===== src/verilog/ior_pkg.sv =====
// Constants and carrier types for the inertial output register readout.
package ior_pkg;
	// Serial frame layout.
	localparam int FRAME_BITS = 16;
	localparam int ADDR_BITS = 6;
	localparam int ADDR_MSB_POS = 13;
	localparam int SYNC_STAGES = 3;
	// Output word layout.
	localparam int FRESH_POS = 15;
	localparam int FAULT_POS = 14;
	localparam int SAMPLE_W = 14;
	localparam int NARROW_W = 12;
	// Channel order in the sample bank.
	localparam int NUM_CHAN = 11;
	localparam logic [3:0] CH_SUPPLY = 4'h0;
	localparam logic [3:0] CH_RATE_X = 4'h1;
	localparam logic [3:0] CH_RATE_Y = 4'h2;
	localparam logic [3:0] CH_RATE_Z = 4'h3;
	localparam logic [3:0] CH_ACCEL_X = 4'h4;
	localparam logic [3:0] CH_ACCEL_Y = 4'h5;
	localparam logic [3:0] CH_ACCEL_Z = 4'h6;
	localparam logic [3:0] CH_THERM_X = 4'h7;
	localparam logic [3:0] CH_THERM_Y = 4'h8;
	localparam logic [3:0] CH_THERM_Z = 4'h9;
	localparam logic [3:0] CH_AUX = 4'ha;
	localparam logic [3:0] CH_NONE = 4'hf;
	// Lower byte addresses of the output words.
	localparam logic [5:0] ADDR_SUPPLY = 6'h02;
	localparam logic [5:0] ADDR_RATE_X = 6'h04;
	localparam logic [5:0] ADDR_RATE_Y = 6'h06;
	localparam logic [5:0] ADDR_RATE_Z = 6'h08;
	localparam logic [5:0] ADDR_ACCEL_X = 6'h0a;
	localparam logic [5:0] ADDR_ACCEL_Y = 6'h0c;
	localparam logic [5:0] ADDR_ACCEL_Z = 6'h0e;
	localparam logic [5:0] ADDR_THERM_X = 6'h10;
	localparam logic [5:0] ADDR_THERM_Y = 6'h12;
	localparam logic [5:0] ADDR_THERM_Z = 6'h14;
	localparam logic [5:0] ADDR_AUX = 6'h16;
	localparam logic [15:0] UNMAPPED_WORD = 16'h0000;
	// Scale figures per LSB, in micro units, kept for reference by users.
	localparam int RATE_300_UDPS = 73260;
	localparam int RATE_150_UDPS = 36630;
	localparam int RATE_75_UDPS = 18315;
	localparam int ACCEL_UMG = 467200;
	localparam int THERM_UDEGC = 145300;
	localparam int AUX_UMV = 610500;
	localparam int SUPPLY_UMV = 1831500;
	typedef enum logic [1:0] {
		IOR_RANGE_300,
		IOR_RANGE_150,
		IOR_RANGE_75
	} ior_range_t;
	// One converter update on a channel.
	typedef struct packed {
		logic valid;
		logic [3:0] chan;
		logic [13:0] value;
	} ior_sample_t;
	// Serial pins as the device drives them.
	typedef struct packed {
		logic dout;
		logic dout_oe;
	} ior_spi_out_t;
endpackage : ior_pkg


===== src/verilog/ior_sync.sv =====
// Three-stage synchroniser with agreement check for one pin.
`timescale 1ns/1ps
module ior_sync #(
	parameter logic RESET_VAL = 1'b0
) (
	// Clock, reset, enable.
	input wire logic clk_sys_i,
	input wire logic srst_i,
	input wire logic ce_i,
	// Pin and filtered level.
	input wire logic pin_i,
	output logic level_o
);
	typedef struct packed {
		logic s1;
		logic s2;
		logic s3;
		logic lvl;
	} ior_sync_t;
	ior_sync_t st_q;
	ior_sync_t st_d;

	always_comb
	begin
		st_d = st_q;
		st_d.s1 = pin_i;
		st_d.s2 = st_q.s1;
		st_d.s3 = st_q.s2;
		// The first stage is read only by the second.
		if (st_q.s2 == st_q.s3)
		begin
			st_d.lvl = st_q.s3;
		end
	end

	always_ff @(posedge clk_sys_i)
	begin
		if (srst_i)
		begin
			st_q <= {RESET_VAL, RESET_VAL, RESET_VAL, RESET_VAL};
		end
		else if (ce_i)
		begin
			st_q <= st_d;
		end
	end

	assign level_o = st_q.lvl;
endmodule : ior_sync


===== src/verilog/ior_readout.sv =====
// Output sample registers and their serial read port.
//
// Behaviour
// - Samples refresh from converter updates whether or not the host reads.
// - Word bit 15 is fresh flag, bit 14 fault flag, 13..0 sample.
// - Loading a new sample sets that word's fresh flag.
// - A read of the word clears its fresh flag until next refresh.
// - Fault flag follows the live fault input in every mapped word; an unmapped address reads 0x0000 with no fault flag.
// - Samples are 12 or 14 bits; host ignores bits 13..12 on 12-bit.
// - Rate words are 14-bit two's complement at 0x04, 0x06, 0x08.
// - Rate LSB weight follows the selected range of 300, 150 or 75.
// - Acceleration words are 14-bit two's complement at 0x0a..0x0e.
// - Temperature words are 12-bit two's complement at 0x10..0x14.
// - Aux word 0x16 and supply word 0x02 are 12-bit binary.
// - Rate and acceleration codes span 14 data bits, minus one 0x3fff; thermal minus one is 0x0fff.
// - Next frame shifts out all 16 bits; both byte addresses alike.
// - Chip select high: output released, clock and data ignored.
`timescale 1ns/1ps
module ior_readout (
	// Clock, reset, enable.
	input wire logic clk_sys_i,
	input wire logic srst_i,
	input wire logic ce_i,
	// Converter updates and status.
	input wire ior_pkg::ior_sample_t sample_i,
	input wire logic fault_i,
	input wire ior_pkg::ior_range_t range_i,
	// Serial port pins.
	input wire logic spi_cs_n_i,
	input wire logic spi_sclk_i,
	input wire logic spi_din_i,
	output ior_pkg::ior_spi_out_t spi_o,
	// Status.
	output ior_pkg::ior_range_t range_o
);
	localparam int CW = $clog2(ior_pkg::FRAME_BITS + 1);

	typedef struct packed {
		logic [ior_pkg::NUM_CHAN-1:0][13:0] value;
		logic [ior_pkg::NUM_CHAN-1:0] fresh;
		logic sclk_prev;
		logic in_frame;
		logic [CW-1:0] bit_cnt;
		logic [15:0] rx_shift;
		logic [15:0] tx_shift;
		logic [3:0] pend_chan;
		logic [3:0] tx_chan;
		logic tx_renewed;
		logic dout;
		logic dout_oe;
		ior_pkg::ior_range_t range;
	} ior_state_t;

	ior_state_t st_q;
	ior_state_t st_d;
	logic cs_n_s;
	logic sclk_s;
	logic din_s;

	////////////////////////////////////////////////////////////////////////
	// Pin synchronisers.

	ior_sync #(.RESET_VAL(1'b1)) u_sync_cs (
		.clk_sys_i(clk_sys_i),
		.srst_i(srst_i),
		.ce_i(ce_i),
		.pin_i(spi_cs_n_i),
		.level_o(cs_n_s)
	);
	ior_sync #(.RESET_VAL(1'b1)) u_sync_sclk (
		.clk_sys_i(clk_sys_i),
		.srst_i(srst_i),
		.ce_i(ce_i),
		.pin_i(spi_sclk_i),
		.level_o(sclk_s)
	);
	ior_sync #(.RESET_VAL(1'b0)) u_sync_din (
		.clk_sys_i(clk_sys_i),
		.srst_i(srst_i),
		.ce_i(ce_i),
		.pin_i(spi_din_i),
		.level_o(din_s)
	);

	////////////////////////////////////////////////////////////////////////
	// Helpers.

	// Both byte addresses of a word map to the same channel.
	function automatic logic [3:0] decode_chan(input logic [5:0] addr);
		logic [5:0] a;
		a = {addr[5:1], 1'b0};
		unique case (a)
			ior_pkg::ADDR_SUPPLY: decode_chan = ior_pkg::CH_SUPPLY;
			ior_pkg::ADDR_RATE_X: decode_chan = ior_pkg::CH_RATE_X;
			ior_pkg::ADDR_RATE_Y: decode_chan = ior_pkg::CH_RATE_Y;
			ior_pkg::ADDR_RATE_Z: decode_chan = ior_pkg::CH_RATE_Z;
			ior_pkg::ADDR_ACCEL_X: decode_chan = ior_pkg::CH_ACCEL_X;
			ior_pkg::ADDR_ACCEL_Y: decode_chan = ior_pkg::CH_ACCEL_Y;
			ior_pkg::ADDR_ACCEL_Z: decode_chan = ior_pkg::CH_ACCEL_Z;
			ior_pkg::ADDR_THERM_X: decode_chan = ior_pkg::CH_THERM_X;
			ior_pkg::ADDR_THERM_Y: decode_chan = ior_pkg::CH_THERM_Y;
			ior_pkg::ADDR_THERM_Z: decode_chan = ior_pkg::CH_THERM_Z;
			ior_pkg::ADDR_AUX: decode_chan = ior_pkg::CH_AUX;
			default: decode_chan = ior_pkg::CH_NONE;
		endcase
	endfunction : decode_chan

	// Twelve-bit channels: supply, the three thermal words and aux.
	function automatic logic is_narrow(input logic [3:0] ch);
		is_narrow = (ch == ior_pkg::CH_SUPPLY) || (ch == ior_pkg::CH_AUX)
			|| (ch == ior_pkg::CH_THERM_X) || (ch == ior_pkg::CH_THERM_Y)
			|| (ch == ior_pkg::CH_THERM_Z);
	endfunction : is_narrow

	// Twelve-bit codes, signed thermal and binary alike, are not sign-extended:
	// bits 13..12 are kept at zero.
	function automatic logic [13:0] shape(input logic [3:0] ch,
		input logic [13:0] v);
		logic [13:0] r;
		r = v;
		if (is_narrow(ch))
		begin
			r = {2'b00, v[11:0]};
		end
		shape = r;
	endfunction : shape

	////////////////////////////////////////////////////////////////////////
	// Next state.

	always_comb
	begin
		logic rise;
		logic fall;
		logic [15:0] word;
		rise = 1'b0;
		fall = 1'b0;
		word = ior_pkg::UNMAPPED_WORD;
		st_d = st_q;
		st_d.sclk_prev = sclk_s;
		st_d.range = range_i;

		// Converter updates land regardless of host activity.
		if (sample_i.valid && (sample_i.chan < 4'(ior_pkg::NUM_CHAN)))
		begin
			st_d.value[sample_i.chan] = shape(sample_i.chan,
				sample_i.value);
		end

		if (cs_n_s)
		begin
			// Pins are ignored and the output is released.
			st_d.in_frame = 1'b0;
			st_d.dout_oe = 1'b0;
			st_d.bit_cnt = '0;
		end
		else
		begin
			rise = sclk_s && !st_q.sclk_prev;
			fall = !sclk_s && st_q.sclk_prev;
			if (!st_q.in_frame)
			begin
				// Whole word latched at frame start.
				if (st_q.pend_chan != ior_pkg::CH_NONE)
				begin
					word = {st_q.fresh[st_q.pend_chan], fault_i,
						st_q.value[st_q.pend_chan]};
				end
				st_d.tx_shift = {word[14:0], 1'b0};
				st_d.dout = word[15];
				st_d.tx_chan = st_q.pend_chan;
				st_d.tx_renewed = 1'b0;
				st_d.in_frame = 1'b1;
				st_d.dout_oe = 1'b1;
				st_d.bit_cnt = '0;
			end
			else
			begin
				if (rise && (st_q.bit_cnt < CW'(ior_pkg::FRAME_BITS)))
				begin
					st_d.rx_shift = {st_q.rx_shift[14:0], din_s};
					st_d.bit_cnt = st_q.bit_cnt + CW'(1);
				end
				// The leading fall only opens the frame: bit 15 already
				// stands since the capture, so shifting there would lose it.
				if (fall && (st_q.bit_cnt != '0)
					&& (st_q.bit_cnt < CW'(ior_pkg::FRAME_BITS)))
				begin
					st_d.dout = st_q.tx_shift[15];
					st_d.tx_shift = {st_q.tx_shift[14:0], 1'b0};
				end
			end
		end

		// Frame ends when chip select rises after a full 16 clocks.
		if (cs_n_s && st_q.in_frame
			&& (st_q.bit_cnt == CW'(ior_pkg::FRAME_BITS)))
		begin
			// A refresh after the capture was never shown, so it stays new.
			if ((st_q.tx_chan != ior_pkg::CH_NONE) && !st_q.tx_renewed)
			begin
				st_d.fresh[st_q.tx_chan] = 1'b0;
			end
			// Two leading zeros mark a read request.
			if (st_q.rx_shift[15:14] == 2'b00)
			begin
				st_d.pend_chan = decode_chan(
					st_q.rx_shift[ior_pkg::ADDR_MSB_POS -: ior_pkg::ADDR_BITS]);
			end
			else
			begin
				st_d.pend_chan = ior_pkg::CH_NONE;
			end
		end

		// A refresh in the same cycle as the clear wins.
		if (sample_i.valid && (sample_i.chan < 4'(ior_pkg::NUM_CHAN)))
		begin
			st_d.fresh[sample_i.chan] = 1'b1;
			if (sample_i.chan == st_d.tx_chan)
			begin
				st_d.tx_renewed = 1'b1;
			end
		end
	end

	////////////////////////////////////////////////////////////////////////
	// State register.

	always_ff @(posedge clk_sys_i)
	begin
		if (srst_i)
		begin
			st_q <= '0;
			st_q.sclk_prev <= 1'b1;
			st_q.pend_chan <= ior_pkg::CH_NONE;
			st_q.tx_chan <= ior_pkg::CH_NONE;
			st_q.range <= ior_pkg::IOR_RANGE_300;
		end
		else if (ce_i)
		begin
			st_q <= st_d;
		end
	end

	assign spi_o.dout = st_q.dout;
	assign spi_o.dout_oe = st_q.dout_oe;
	assign range_o = st_q.range;
endmodule : ior_readout


===== config.mk =====
export PLATFORM = sky130hd
export DESIGN_NAME = ior_readout
export DESIGN_NICKNAME = d
export VERILOG_FILES = /design/src/verilog/ior_pkg.sv /design/src/verilog/ior_sync.sv /design/src/verilog/ior_readout.sv
export SDC_FILE = /design/constraint.sdc
export NUM_CORES = 1
export LEC_CHECK = 0
export BUFFER_PORTS_ARGS = -buffer_cell sky130_fd_sc_hd__buf_2
export CORE_ASPECT_RATIO = 1.25
export CORE_MARGIN = 3
export CORE_UTILIZATION = 30
export CTS_BUF_LIST = sky130_fd_sc_hd__clkbuf_4 sky130_fd_sc_hd__clkbuf_8
export DETAILED_ROUTE_END_ITERATION = 10
export GPL_TIMING_DRIVEN = 1
export REMOVE_ABC_BUFFERS = 1
export SYNTH_ARGS = -nofsm -noshare
export SYNTH_HDL_FRONTEND = slang
export SYNTH_HIERARCHICAL = 1
export SYNTH_SLANG_ARGS = --single-unit

===== constraint.sdc =====
create_clock -name clk_sys_i -period 6.7 [get_ports clk_sys_i]
set_clock_uncertainty 0.1 [all_clocks]
set_input_delay 0 -clock clk_sys_i [delete_from_list [all_inputs] [get_ports clk_sys_i]]
set_output_delay 0 -clock clk_sys_i [all_outputs]
set_load 0.03 [all_outputs]

==> results of run 1 <==
## worst paths after layout
check / startpoint / end / cells after the start
max reg2reg: st_q[50] / flop / 7
max: st_q[50] / flop / 7
min: sample_i[4] / st_q[95] / 4
min reg2reg: st_q[129] / st_q[129] / 2
## power by group through the flow
| stage | Clock (mW) | Sequential [mW] | Combinational, mW |
|---|---|---|---|
| 2_1_floorplan | 0 | 1.43 | 0.0408 |
| 3_3_place_gp | 0 | 1.43 | 0.109 |
| 3_5_place_dp | 0 | 1.43 | 0.110 |
| 4_1_cts | 1.29 | 1.40 | 0.126 |
| 5_1_grt | 1.35 | 1.40 | 0.138 |
| 6_report | 1.26 | 1.40 | 0.126 |
## timing repair
action	in CTS	in global routing
gates resized for setup	0	0
hold buffers	33	0
hold endpoints to repair	177	0
## cells in the mapped netlist, types with 9 or more instances
master    count  area share (%)
nand3b_1     10            0.73
nor3_1        9            0.44
a31oi_1      14            0.86
a221oi_1     21             1.8
nand2b_1     11            0.67
nand3_1      26             1.3
inv_1        12            0.44
o21bai_1      9            0.66
a21oi_1     167             8.2
a211oi_1     10            0.73
dfxtp_1     232              45
nor2b_1      12            0.73
clkbuf_1     74             2.7
nand2_1     278              10
mux4_2       29             6.4
a22oi_1      10            0.73
mux2i_1      29             2.8
buf_2        20            0.98
o21ai_0      81             4.0
nor2_1       36             1.3
## area by class of cell
class                   instances  area [sq um]  area share [%]
clock inverters                 6          36.3           0.310
multi-input cells             846          5070            43.4
clock buffers                  59           737            6.31
repair buffers                 81           619            5.30
inverters                      13          48.8           0.418
well taps                     423           529            4.53
flip-flops and latches        232          4650            39.8
## routing by layer
metal | GRT usage (%) | up-vias | part of all wire (%)
li1 | - | 4250 | -
met1 | 20.3 | 4124 | 43
met2 | 28.2 | 222 | 49
met3 | 2.14 | 71 | 4.9
met4 | 5.77 | 0 | 3.0
met5 | 0 | - | 0
## stage by stage
| step | utilization [%] | hold slack, ns | worst slack, ns | area [sq um] | cells |
|---|---|---|---|---|---|
| final | 34.8 | 0.276 | 3.53 | 11700 | 1660 |
| after global routing | 34.8 | 0.280 | 3.23 | 11700 | 1660 |
| after CTS | 34.8 | 0.261 | 3.55 | 11700 | 1659 |
| after detailed placement | 31.5 | 0.113 | 3.57 | 10600 | 1561 |
| after global placement | 31.5 | 0.105 | 3.56 | 10600 | 1561 |
| after floorplan | - | -0.0376 | 3.62 | 9760 | 1091 |
## state kept, by name (all words and copies together), names as in the netlist, 2 cells and up, named ones only
signal	flops
range_o	2
spi_o	2
st_q	212
u_sync_cs/st_d	2
u_sync_din/st_d	2
u_sync_sclk/st_d	2
## placed cells by master, fill, tap and decap left out, types with 5 or more instances in the layout
| cell type | n |
|---|---|
| a31oi_1 | 14 |
| mux4_2 | 29 |
| o21ai_0 | 81 |
| dfxtp_1 | 230 |
| nand2b_1 | 11 |
| clkbuf_8 | 47 |
| nor3_1 | 9 |
| or3_1 | 5 |
| mux2i_1 | 29 |
| nand2_1 | 278 |
| a22oi_1 | 10 |
| a211oi_1 | 10 |
| clkbuf_4 | 12 |
| a2bb2oi_1 | 6 |
| a21oi_1 | 167 |
| nor2b_1 | 12 |
| buf_4 | 17 |
| and3_1 | 8 |
| nor2_1 | 36 |
| nand3b_1 | 10 |
| a221oi_1 | 21 |
| o21bai_1 | 9 |
| inv_1 | 12 |
| nand3_1 | 26 |
| buf_2 | 30 |
| nor3b_1 | 5 |
| dlygate4sd3_1 | 33 |
| o2bb2ai_1 | 6 |
## critical path, stage by stage (launching register included)
cell and delay (ns):
dfxtp_1 1.00, nor2b_1 0.36, nand3_1 0.49, mux2i_1 0.27
or2_2 0.31, ha_1 0.22, a31oi_1 0.17, a32o_1 0.18
## cell families after synthesis
logic type	count (synthesis)	synth area share [%]
flip-flops	232	45.4
multiplexers	59	9.33
adder cells (fa/ha/maj)	4	0.489
buffers and inverters	121	5.13
AO/OA/AOI/OAI	352	20.4
AND/OR/NAND/NOR	430	19.2
XOR/XNOR	1	0.0856
==> flow_summary.yaml, run 1 <==
status:
  status: "finished, final reports clean"
logic_synthesis:
  synthArstFlopShare_pct: 0
  synthDistinctLibCells: 70
  netlist_area_sq_um: 10200
  synth_edf_count: 0
  avgSynthCellArea_sq_um: 8.54
  yosys_warnings: 6
  ys_seq_area_share_pct: 45.4
  synth_cells: 1199
  synth-seq-cells: 232
  synth_flop_cell: "dfxtp_1"
worst_setup_path:
  crit_path_end_kind: "flop"
  reg2reg_slack_ns: 3.53
  startpoint_type: "flop"
  cp_max_fo: 30
  critPathArrivalTime_ns: 3.54
  critPathRequiredTime_ns: 7.06
  critPathKind: "reg -> reg"
clock_tree:
  cts_setup_buffers: 0
  root_buffer: "clkbuf_8"
  clk_pin_slew_ns: 0.06
  cts.sinks: 232
  htree_levels: 2
  cts_max_path_buffers: 3
  worstSkewPairLatency_ns: 0.54
  cts_inserted_buffers: 40
  tritoncts: "built"
pwr:
  cell_internal_pwr_mw: 2.13
  p_per_area_nw_per_um2: 239
  switching_share_pct: 23.5
  power_switching_uw: 657
  seq_power_share_pct: 50.2
  power_frac_comb_pct: 4.5
  power.total_mw: 2.79
  ir_drop_mv: 0.121
  leakagePower_nw: 4.00
  pwr-share-clk_pct: 45.3
grt:
  grt_first_pass_wirelength_mm: 46.8
  antenna_found_initial: 0
  gr-total-overflow: 0
  grtUsageTotal_pct: 16.1
  grt_start_max_net_pins: 88
  grt_pass1_vias: 8592
worst_hold_path:
  hp-class: "in -> reg"
place:
  hpwlAfterDp_mm: 18.1
  routabilityCongestion: 0.839
  portBuffers: 31
sta:
  worst_pin_slew_ns: 1.23
  tns_ns: 0
  report.final.hold_viol_count: 0
  rsz0062_at_grt: "false"
  period_share_pct: 47.4
  timing.fmax_ghz: 0.315
  final_max_slew_viol_count: 0
  post-route-min-period_ns: 3.17
  slew_headroom_pct: 17.6
  setup-violations-final: 0
drt:
  drt-vias-per-instance: 5.22
  routedWlPerCell_um: 17.7
  first_pass_iters: 5
  vias: 8667
  ant_nets: 0
  drc: 0
  first_iter_violations: 698
  wl_mm: 29.5
job:
  cap_viol_max_count: 0
final_layout:
  final.fill_count: 3482
  antenna_cells: 0
  area_growth_pct: 14.2
  nets: 1246
  drive_gt1_share_pct: 13.3
die:
  start_util_pct: 30.5
  die_w_um: 171
  coreArea_sq_um: 33600
  fp-row-count: 75
  dieHeight_um: 213
  num_io_pins: 32
  dieArea_sq_um: 36400
Power figures use the tool's default switching activity.
==> run 2: changes to the inputs <==
==> constraint.sdc (replaced) <==
create_clock -name clk_sys_i -period 3 [get_ports clk_sys_i]
set_clock_uncertainty 0.1 [all_clocks]
set_input_delay 0 -clock clk_sys_i [delete_from_list [all_inputs] [get_ports clk_sys_i]]
set_output_delay 0 -clock clk_sys_i [all_outputs]
set_load 0.03 [all_outputs]
==> run 2 against run 1 <==
Register-to-register slack got worse by 2.9 ns. Via count increased by 3.7%. Sequential share of layout area decreased by 1.1 points. Combinational power increased by 140%. Flip-flop and latch count unchanged. Cell area increased by 2.7%. Count of clock-buffer cells in the layout increased by 9. First-iteration DRC count increased by 20%. Worst setup slack got worse by 2.9 ns. Cell count increased by 1.9%. Die area unchanged.
==> flow_summary.yaml, run 2 (synthesis gave the netlist of run 1 again) <==
clock_tree:
  cts_setup_buffers: 0
  clk_pin_slew_ns: 0.07
  root_buffer: "clkbuf_8"
  cts_inserted_buffers: 40
  htree_levels: 2
  worstSkewPairLatency_ns: 0.55
  tritoncts: "built"
  cts_max_path_buffers: 3
  cts.sinks: 232
final_layout:
  nets: 1270
  final_util_pct: 35.7
  antenna_cells: 0
  final_cell_area_sq_um: 12000
  largest_reg_flops: 212
  top_register: "st_q"
  drive_gt1_share_pct: 15.6
  layout_commonest_cell: "nand2_1"
  layout_common_cells: "nand2_1, dfxtp_1, a21oi_1"
  area_growth_pct: 17.3
worst_setup_path:
  cp_cell_sequence: "inv_1, ha_1, nor3b_2, nand2_1, nor4b_1, a311oi_1"
  r2r_end: "st_q[60]"
  slowest_stage: "nor3b_2"
  startpoint_type: "flop"
  critical_path_buf_inv_count: 1
  slowest_delay_ns: 0.57
  crit_path_end_kind: "flop"
  r2r_cells: 6
  critPathKind: "reg -> reg"
  cp_top_family: "simple AND/OR/NAND/NOR gates"
  critPathRequiredTime_ns: 3.29
  critPathArrivalTime_ns: 2.71
  cp_max_fo: 12
  timing.rr.start: "st_q[45]"
  reg2reg_slack_ns: 0.58
sta:
  worst_pin_slew_ns: 1.42
  final_max_slew_viol_count: 0
  post-route-min-period_ns: 2.42
  setup-violations-final: 0
  timing.fmax_ghz: 0.414
  slew_headroom_pct: 4.89
  tns_ns: 0
  hold_ws_ns: 0.249
  report.final.hold_viol_count: 0
  period_share_pct: 80.6
  rsz0062_at_grt: "false"
pwr:
  leakagePower_nw: 4.18
  p_per_area_nw_per_um2: 543
  power.total_mw: 6.52
  ir_drop_mv: 0.258
die:
  num_io_pins: 32
  die_w_um: 171
  dieHeight_um: 213
  coreArea_sq_um: 33600
  dieArea_sq_um: 36400
  fp-row-count: 75
  start_util_pct: 30.5
drt:
  drt-vias-per-instance: 5.31
  wl_mm: 31.0
  routedWlPerCell_um: 18.3
  ant_nets: 0
  vias: 8992
  first_pass_iters: 5
  drc: 0
  first_iter_violations: 841
place:
  placed_area_sq_um: 10800
  portBuffers: 31
  hpwlAfterDp_mm: 19.6
  routabilityCongestion: 0.845
worst_hold_path:
  hp-class: "in -> reg"
  hold_path_depth: 4
  hold_end: "st_q[127]"
  hold_start: "sample_i[8]"
grt:
  gr-total-overflow: 0
  antenna_found_initial: 0
  grt_first_pass_wirelength_mm: 48.3
  grtUsageTotal_pct: 16.8
  grt_start_max_net_pins: 87
  grt_pass1_vias: 8727
status:
  status: "finished, final reports clean"
job:
  cap_viol_max_count: 0
==> run 2: changes by cell type in the layout (fill, tap and decap cells not counted), sizes merged <==
cell / change
buf: +25
clkbuf: +9
clkinv: -1
clkinvlp: +1
dlygate4sd3: -1
inv: -1
==> run 2: report_power, final <==
part           leakage (nW)  internal, mW  switching, mW  total [mW]
combinational          1.84        0.0998          0.197       0.297
sequential             1.87          3.11         0.0153        3.12
clock                 0.468          1.79           1.32        3.10
total                  4.18          4.99           1.53        6.52
==> run 2: per-layer routing <==
| layer | GRT usage, % | up-vias | share of wire, % |
|---|---|---|---|
| li1 | - | 4308 | - |
| met1 | 21.3 | 4341 | 42 |
| met2 | 28.7 | 273 | 49 |
| met3 | 2.64 | 70 | 5.1 |
| met4 | 6.64 | 0 | 3.5 |
| met5 | 0 | - | 0 |
==> run 2: cell type report <==
class | count | area [sq um]
inverter | 13 | 48.8
clock inverter | 5 | 41.3
multi-input combinational | 846 | 5070
fill | 3463 | 21600
tap | 423 | 529
timing repair buffer | 105 | 822
sequential | 232 | 4650
clock buffer | 68 | 848
==> run 2: what timing repair did <==
| action | CTS | global route |
|---|---|---|
| hold buffers | 32 | 0 |
| resized for setup | 0 | 0 |
| endpoints found under the hold margin | 176 | 0 |
==> run 2: how the worst max path moves through the flow <==
stage,slack [ns],endpoint,startpoint,cells past startpoint
floorplan,-0.08,st_q[23],st_q[9],4
global placement,0.69,st_q[60],st_q[45],6
detailed placement,0.61,st_q[60],st_q[45],6
CTS,0.59,st_q[60],st_q[45],6
global route,0.35,st_q[60],st_q[45],6
finish,0.58,st_q[60],st_q[45],6
==> run 2: metrics by stage <==
step | setup slack (ns) | cells
after global placement | 0.693 | 1587
final | 0.583 | 1692
after floorplan | -0.0772 | 1091
after global routing | 0.346 | 1692
after CTS | 0.592 | 1692
after detailed placement | 0.611 | 1587
==> run 2: worst reg2reg max path: stages (launching register included) <==
cell	delay [ns]
dfxtp_1	0.34
inv_1	0.07
ha_1	0.15
nor3b_2	0.57
nand2_1	0.32
nor4b_1	0.56
a311oi_1	0.16
